## src/include/sgpc_pkg.sv

```systemverilog
// package for the global power configuration register slice
package sgpc_pkg;
  // register offsets are indices; byte address is four times the index
  localparam logic [7:0] SGPC_IDX_TAIL_PAUSE = 8'h0c;
  localparam logic [7:0] SGPC_IDX_FACTORY_B = 8'h0d;
  localparam logic [7:0] SGPC_IDX_POWER_MODE = 8'h0e;
  localparam logic [7:0] SGPC_IDX_DWELL = 8'h0f;
  localparam logic [7:0] SGPC_IDX_STATUS = 8'h10;
  // tail/pause register fields and reserved bit values
  localparam int SGPC_TAIL_BIT = 1;
  localparam int SGPC_PASS_BIT = 0;
  localparam logic [7:0] SGPC_TAIL_RSVD_VAL = 8'h44;
  // power mode register fields
  localparam int SGPC_PLL_BIT = 5;
  localparam int SGPC_MODE_LSB = 3;
  // reset values
  localparam logic [7:0] SGPC_DWELL_RESET = 8'h50;
  localparam logic [7:0] SGPC_FACTORY_RESET = 8'h00;
  // timing: dwell step 20 ms at a 100 ns clock
  localparam int SGPC_STEP_MS = 20;
  localparam int SGPC_CLK_NS = 100;
  localparam int SGPC_STEP_CYCLES = SGPC_STEP_MS * 1000000 / SGPC_CLK_NS;
  localparam int SGPC_PORT_TAG = 5;

  typedef enum logic [1:0] {
    SGPC_FULL_OPERATION_STATE = 2'b00,
    SGPC_ENERGY_SENSE_STATE = 2'b01,
    SGPC_SOFT_SHUTDOWN_STATE = 2'b10,
    SGPC_MODE_RESERVED = 2'b11
  } sgpc_mode_t;

  typedef enum logic [1:0] {
    SGPC_AWAKE = 2'b00,
    SGPC_COUNTING = 2'b01,
    SGPC_ASLEEP = 2'b11
  } sgpc_sleep_t;

  typedef struct packed {
    logic tail_tag_en;
    logic pass_pause;
    logic pll_down;
    logic low_power;
    logic soft_down;
  } sgpc_ctrl_t;

  typedef struct packed {
    logic [2:0] port;
    logic fcs_start;
    logic is_pause;
  } sgpc_egress_t;
endpackage : sgpc_pkg

```

## src/design/sgpc_top.sv

```systemverilog
// global power configuration register slice with ahb-lite slave
//
// Implementation choice: the AHB-Lite register port.
`timescale 1ns/1ps
module sgpc_top #(
  parameter int STEP_CYCLES = sgpc_pkg::SGPC_STEP_CYCLES
) (
  input wire logic ref_clk, // system clock 10 mhz
  input wire logic reset_n, // async reset, active low
  input wire logic hsel, // slave select
  input wire logic [31:0] haddr, // byte address
  input wire logic [1:0] htrans, // transfer type
  input wire logic hwrite, // write when high
  input wire logic [2:0] hsize, // transfer size
  input wire logic [31:0] hwdata, // write data
  input wire logic hready, // bus ready in
  output logic [31:0] hrdata, // read data
  output logic hreadyout, // slave ready
  output logic hresp, // always okay
  input wire sgpc_pkg::sgpc_egress_t egress, // frame egress info
  input wire logic energy_detect, // energy seen on the line
  output logic insert_tail_byte, // add byte before fcs now
  output logic drop_pause_frame, // discard this pause frame
  output sgpc_pkg::sgpc_ctrl_t ctrl // steering enables and power controls
);
  logic tail_reg, tail_next;
  logic pass_reg, pass_next;
  logic pll_reg, pll_next;
  logic [1:0] mode_reg, mode_next;
  logic [7:0] dwell_reg, dwell_next;
  logic [31:0] rdata_reg, rdata_next;
  logic wr_pend_reg, wr_pend_next;
  logic [7:0] widx_reg, widx_next;
  logic [31:0] presc_reg, presc_next;
  logic [7:0] steps_reg, steps_next;
  sgpc_pkg::sgpc_sleep_t sleep_reg, sleep_next;
  logic accept;
  logic [7:0] aidx;
  logic energy_mode;
  logic tick;

  assign accept = hsel && hready && htrans[1];
  assign aidx = haddr[9:2];
  assign hreadyout = 1'b1;
  assign hresp = 1'b0;
  assign hrdata = rdata_reg;
  assign energy_mode = (mode_reg == sgpc_pkg::SGPC_ENERGY_SENSE_STATE);
  assign tick = (presc_reg == STEP_CYCLES - 1);

  // register file: writes land in the data phase, reads sample at address
  always_comb begin
    tail_next = tail_reg;
    pass_next = pass_reg;
    pll_next = pll_reg;
    mode_next = mode_reg;
    dwell_next = dwell_reg;
    rdata_next = rdata_reg;
    wr_pend_next = 1'b0;
    widx_next = widx_reg;
    if (wr_pend_reg) begin
      case (widx_reg)
        sgpc_pkg::SGPC_IDX_TAIL_PAUSE: begin
          tail_next = hwdata[sgpc_pkg::SGPC_TAIL_BIT];
          pass_next = hwdata[sgpc_pkg::SGPC_PASS_BIT];
        end
        sgpc_pkg::SGPC_IDX_POWER_MODE: begin
          pll_next = hwdata[sgpc_pkg::SGPC_PLL_BIT];
          mode_next = hwdata[sgpc_pkg::SGPC_MODE_LSB +: 2];
        end
        sgpc_pkg::SGPC_IDX_DWELL: begin
          dwell_next = hwdata[7:0];
        end
        default: begin
        end
      endcase
    end
    if (accept) begin
      wr_pend_next = hwrite;
      widx_next = aidx;
      rdata_next = 32'h0000_0000;
      if (!hwrite) begin
        case (aidx)
          sgpc_pkg::SGPC_IDX_TAIL_PAUSE: begin
            rdata_next[7:0] = sgpc_pkg::SGPC_TAIL_RSVD_VAL
              | {6'h00, tail_reg, pass_reg};
          end
          sgpc_pkg::SGPC_IDX_FACTORY_B: begin
            rdata_next[7:0] = sgpc_pkg::SGPC_FACTORY_RESET;
          end
          sgpc_pkg::SGPC_IDX_POWER_MODE: begin
            rdata_next[7:0] = {2'h0, pll_reg, mode_reg, 3'h0};
            // a write landing in this same cycle wins over the clear
            if (!(wr_pend_reg
              && (widx_reg == sgpc_pkg::SGPC_IDX_POWER_MODE))) begin
              mode_next = sgpc_pkg::SGPC_FULL_OPERATION_STATE;
            end
          end
          sgpc_pkg::SGPC_IDX_DWELL: begin
            rdata_next[7:0] = dwell_reg;
          end
          sgpc_pkg::SGPC_IDX_STATUS: begin
            rdata_next[7:0] = {5'h00, ctrl.pll_down, ctrl.low_power,
              ctrl.soft_down};
          end
          default: begin
          end
        endcase
      end
    end
  end

  always_ff @(posedge ref_clk or negedge reset_n) begin
    if (!reset_n) begin
      tail_reg <= 1'b0;
      pass_reg <= 1'b0;
      pll_reg <= 1'b0;
      mode_reg <= sgpc_pkg::SGPC_FULL_OPERATION_STATE;
      dwell_reg <= sgpc_pkg::SGPC_DWELL_RESET;
      rdata_reg <= 32'h0000_0000;
      wr_pend_reg <= 1'b0;
      widx_reg <= 8'h00;
    end else begin
      tail_reg <= tail_next;
      pass_reg <= pass_next;
      pll_reg <= pll_next;
      mode_reg <= mode_next;
      dwell_reg <= dwell_next;
      rdata_reg <= rdata_next;
      wr_pend_reg <= wr_pend_next;
      widx_reg <= widx_next;
    end
  end

  // dwell timer: prescaler ticks every step, steps counted to dwell value
  always_comb begin
    presc_next = presc_reg;
    steps_next = steps_reg;
    sleep_next = sleep_reg;
    if (!energy_mode || energy_detect) begin
      presc_next = 32'h0000_0000;
      steps_next = 8'h00;
      sleep_next = sgpc_pkg::SGPC_AWAKE;
    end else begin
      case (sleep_reg)
        sgpc_pkg::SGPC_AWAKE: begin
          sleep_next = sgpc_pkg::SGPC_COUNTING;
        end
        sgpc_pkg::SGPC_COUNTING: begin
          if (steps_reg >= dwell_reg) begin
            sleep_next = sgpc_pkg::SGPC_ASLEEP;
          end else if (tick) begin
            presc_next = 32'h0000_0000;
            steps_next = steps_reg + 8'h01;
          end else begin
            presc_next = presc_reg + 32'h0000_0001;
          end
        end
        sgpc_pkg::SGPC_ASLEEP: begin
        end
        default: begin
          sleep_next = sgpc_pkg::SGPC_AWAKE;
        end
      endcase
    end
  end

  always_ff @(posedge ref_clk or negedge reset_n) begin
    if (!reset_n) begin
      presc_reg <= 32'h0000_0000;
      steps_reg <= 8'h00;
      sleep_reg <= sgpc_pkg::SGPC_AWAKE;
    end else begin
      presc_reg <= presc_next;
      steps_reg <= steps_next;
      sleep_reg <= sleep_next;
    end
  end

  always_comb begin
    ctrl.tail_tag_en = tail_reg;
    ctrl.pass_pause = pass_reg;
    ctrl.low_power = (sleep_reg == sgpc_pkg::SGPC_ASLEEP);
    ctrl.pll_down = pll_reg && energy_mode && ctrl.low_power;
    ctrl.soft_down = (mode_reg == sgpc_pkg::SGPC_SOFT_SHUTDOWN_STATE);
  end

  // egress steering: tag only on port five, filter pause unless passed
  assign insert_tail_byte = tail_reg && egress.fcs_start
    && (egress.port == 3'(sgpc_pkg::SGPC_PORT_TAG));
  assign drop_pause_frame = egress.is_pause && !pass_reg;
endmodule : sgpc_top

```

## config.mk

```make
export PLATFORM = sky130hd
export DESIGN_NAME = sgpc_top
export DESIGN_NICKNAME = d
export VERILOG_FILES = /design/src/include/sgpc_pkg.sv /design/src/design/sgpc_top.sv
export SDC_FILE = /design/constraint.sdc
export NUM_CORES = 1
export LEC_CHECK = 0
export BUFFER_PORTS_ARGS = -buffer_cell sky130_fd_sc_hd__buf_2
export CORE_ASPECT_RATIO = 0.6
export CORE_MARGIN = 4
export CORE_UTILIZATION = 30
export DETAILED_ROUTE_END_ITERATION = 12
export SYNTH_ARGS = -nofsm -noshare
export SYNTH_HDL_FRONTEND = slang
export SYNTH_SLANG_ARGS = --single-unit
```

## constraint.sdc

```tcl
create_clock -name ref_clk -period 3.1 [get_ports ref_clk]
set_input_delay 0.31 -clock ref_clk [delete_from_list [all_inputs] [get_ports ref_clk]]
set_output_delay 0.31 -clock ref_clk [all_outputs]
set_load 0.01 [all_outputs]
```

---- Yosys cells after proc, flatten, opt, wreduce, memory -nomap -nowiden ----
Cells that the tools add are included.
word-level totals
  input bits .............................. 80
  logic and storage cells ................. 70
  flip-flop bits (word level) ............. 72
  output and inout port bits .............. 41
cells by class
  reduce and logical (&&, ||, !) cells .... 20
  order comparisons ....................... 1
  equality and inequality tests ........... 16
  multiplexer cells ....................... 20
  add/subtract/negate cells ............... 2
operators by type and width
  operator                                         number
  2-to-1 mux 32 bit                                4
  == test 8 x 4 -> 1 bit, second input constant    6
  2-to-1 mux 8 bit                                 5
  adder 32 x 1 -> 32 bit, second input constant    1
  == test 32 x 18 -> 1 bit, second input constant  1
  case mux 8 bit (4 select lines)                  1
  2-to-1 mux 2 bit                                 8
  AND reduction 2 bit                              5
  adder 8 x 1 -> 8 bit, second input constant      1
  == test 8 x 5 -> 1 bit, second input constant    1
  >= comparator 8 bit                              1
  logical AND 1 bit                                8
  case mux 2 bit (3 select lines)                  1
  == test 2 x 1 -> 1 bit, second input constant    2
  == test 2 bit, second input constant             2
  nonzero test 2 bit                               2
  == test 3 bit, second input constant             1
  != test 3 bit, second input constant             1
  AND reduction 3 bit                              1
  logical NOT 1 bit                                2
  logical NOT 2 bit                                1
  != test 2 x 1 -> 1 bit, second input constant    1
  != test 2 bit, second input constant             1
  logical OR 1 bit                                 1
  2-to-1 mux 1 bit                                 1

---- Depth between registers and ports, before layout ----
  depth in word-level cells ............... 7
  depth in mapped cells ................... 10

---- Worst setup path before layout ----
Ideal clock, no wire load.
  kind .................................... register to register
  start ................................... reg dwell_reg[6]
  end ..................................... reg steps_reg[7]
  stages on the path, launching flop included .. 9
  data arrival time ....................... 2.557 ns
  path slack .............................. 0.465 ns
  clock period less this slack ............ 2.635 ns
  buffers on the path ..................... 0
  path through ............................ dfstp_2 -> inv_1 -> ha_1 -> a21o_1 -> a2111o_1 -> nor2_1 -> o211ai_2 -> or4_1 -> a21oi_1
on the way
  word-level cells in the longest chain between the ends .. 3
RTL lines
  element                               line             RTL
  start: declaration                    sgpc_top.sv:30   logic [7:0] dwell_reg, dwell_next;
  start signal: assignment              sgpc_top.sv:118  dwell_reg <= sgpc_pkg::SGPC_DWELL_RESET;
  start signal: assignment              sgpc_top.sv:127  dwell_reg <= dwell_next;
  >= comparator 8 bit                   sgpc_top.sv:149  if (steps_reg >= dwell_reg) begin
  != test 2 bit (no source line)        n/a
  AND reduction 3 bit (no source line)  n/a
  end signal: assignment                sgpc_top.sv:174  steps_reg <= steps_next;
  end: declaration                      sgpc_top.sv:35   logic [7:0] steps_reg, steps_next;
No other way between the ends.
A chain may end at the register's enable or synchronous reset.

---- Final worst setup path ----
  start ................................... reg dwell_reg[6]
  end ..................................... reg steps_reg[5]
The elaborated chain is that of the path after synthesis.

==> qor.yml <==
relSlewSlack_pct: 42.1
worst_pin_slew_ps: 868
fin_area_sq_mm: 0.00474
worst_setup_path_start_kind: "register"
crit_fanout: 9
yosys.area.top_type_share_pct: 43.2
hpwlAfterDp_mm: 7.44
layout_commonest_cell: "dfrtp_1"
antenna_left: 0
vias: 3285
via_per_inst: 5.08
hold_buffers: 0
area_growth_pct: 16.9
die-width_microns: 158
grt_max_degree: 39
rr_worst_depth: 8
dpl.cell_count: 631
clk_pin_slew_ps: 60
gp_congestion: 0.830
core_sq_mm: 0.0130
outcome: "finished, final reports clean"
ys_ff_latch: 72
root_buffer: "clkbuf_16"
grt_pass1_wl_mm: 16.3
hold_violations: 0
syn_area_sq_mm: 0.00405
drt-initial-drc-count: 241
die_h_microns: 98
fmax_mhz: 350
routed_wl_mm: 9.65
tns_ps: 0
drc: 0
final.min_clock_period_ps: 2860
synth_cell_types: 49
wl_per_cell_microns: 14.9
vdd_ir_drop_max_mv: 0.201
num_rows: 32
port_buffers: 42
setup_viol: 0
synth-main-ff-cell: "dfrtp_1"
nNetsFinal: 562
grt_antenna_before_repair: 0
drive_gt1_share_pct: 20.3
cts_tree: "done"
yosysWarnings: 0
grt_pass1_vias: 3100
post-synth-top-area-cell: "dfrtp_1"
avgSynthCellArea_sq_um: 9.53
synth_cells: 425
boundaryPins: 121
postCtsSetupBuffers: 0
finalCritPeriodShare_pct: 92.1
stdcell_count: 647
grt-ovfl-total: 0
arrival_ps: 3110
initial_core_util_pct: 31.1
drv_cap: 0
final_max_slew_viol_count: 0
min-delay-path-class: "primary input to asynchronous set/reset pin"
synth-edff-count: 0
cts-resized-gates: 0
post_dp_cell_area_sq_mm: 0.00440
final_cell_mix: "dfrtp_1 (70), buf_2 (42), nor2_1 (35), nand2_1 (34), o21ai_0 (28)"
ctsHtreeMaxLevel: 3
rsz0062_at_grt: "no"
power.leakage_uw: 0.00210
crit_path_end_kind: "register"
grt_usage_pct: 13.2
dieArea_sq_mm: 0.0155
cp.required_ps: 3350
final_util_pct: 36.4
synthTopCellsByArea: "dfrtp_1 (43%), buf_4 (5.2%), mux2_2 (4.7%)"
power.density_mw_per_mm2: 487
synth-seq-area-share_pct: 44.5
path_class: "register to register"
numCtsBuffers: 9
insertion_delay_ps: 340
design_power_total_uw: 2310
clkSinkCount: 72
largest_reg_flops: 32
synthArstFlopShare_pct: 100
n_antenna_cell: 0
drt_first_pass_iters: 4
finClkSkew_ps: 4.00
clock_path_buffers: 2
[stage by stage]
stage	hold slack [ps]	worst slack, ps
6_report	89.2	244
3_5_place_dp	481	261
3_3_place_gp	476	298
4_1_cts	118	244
2_1_floorplan	14.4	465
5_1_grt	178	80.7
[layout make-up]
cell class	count	area, sq um
timing repair buffer	54	313
tap	170	213
fill	1293	8280
sequential	72	1800
clock buffer	9	225
multi-input combinational	314	1990
inverter	21	78.8
clock inverter	7	110
[synth_stat cells, types with 4 or more instances]
library cell / instances
buf_4: 28
xor2_1: 15
mux2_2: 17
o2111ai_1: 9
o211ai_1: 8
ha_1: 10
and3_1: 5
o21ai_0: 28
nand3_1: 18
o31ai_1: 4
nand2_1: 34
nor3_1: 9
mux2i_1: 4
nor2_1: 35
nor2b_1: 6
o311ai_0: 4
and4_1: 5
nand4_1: 10
or3_1: 11
a21oi_1: 14
inv_1: 21
nor4_1: 7
a22o_1: 4
clkbuf_1: 11
dfrtp_1: 70
[routing by layer]
layer  track usage, %  vias up  wire length (microns)
met3             3.32       13                    556
met2             16.9       83                   3880
met5                0        -                      0
met1             21.2     1612                   5080
li1                 -     1577                      -
met4             4.26        0                    145
[cell families (layout without fill, tap and decap cells)]
kind of cell / after synthesis / after routing / share of synthesized area [%]
compound gates: 84 / 84 / 14.4
xor+xnor: 18 / 18 / 3.89
fa+ha+maj: 10 / 10 / 3.09
buf+inv: 63 / 91 / 8.50
flops: 72 / 72 / 44.5
mux: 21 / 21 / 5.72
other cells: 2 / 26 / 0.185
simple gates: 155 / 155 / 19.7
[report_power, final]
part / leakage [uW] / total [uW] / internal [uW] / switching [uW]
Sequential: 0.000953 / 992 / 971 / 20.7
Combinational: 0.000977 / 150 / 56.5 / 93.1
Clock: 0.000169 / 1160 / 779 / 385
[critical path, cell delays in order, from the launching register on]
cell and delay, ps:
dfstp_2 530, inv_1 60, ha_1 320, a21o_1 200, a2111o_1 510, nor2_1 190
o211ai_2 230, or4_1 550, a21oi_1 170
[final timing paths]
kind	end	slack, ps	start
worst max-delay path	steps_reg[5]	240	dwell_reg[6]
worst min-delay path	presc_reg[21]	90	reset_n
worst max register to register	steps_reg[5]	240	dwell_reg[6]
worst min register to register	hrdata[3]	490	hrdata[3]
max in group asynchronous	dwell_reg[6]	2260	reset_n
min in group ref_clk	dwell_reg[6]	210	hwdata[6]
(Power assumes the default switching activity.)
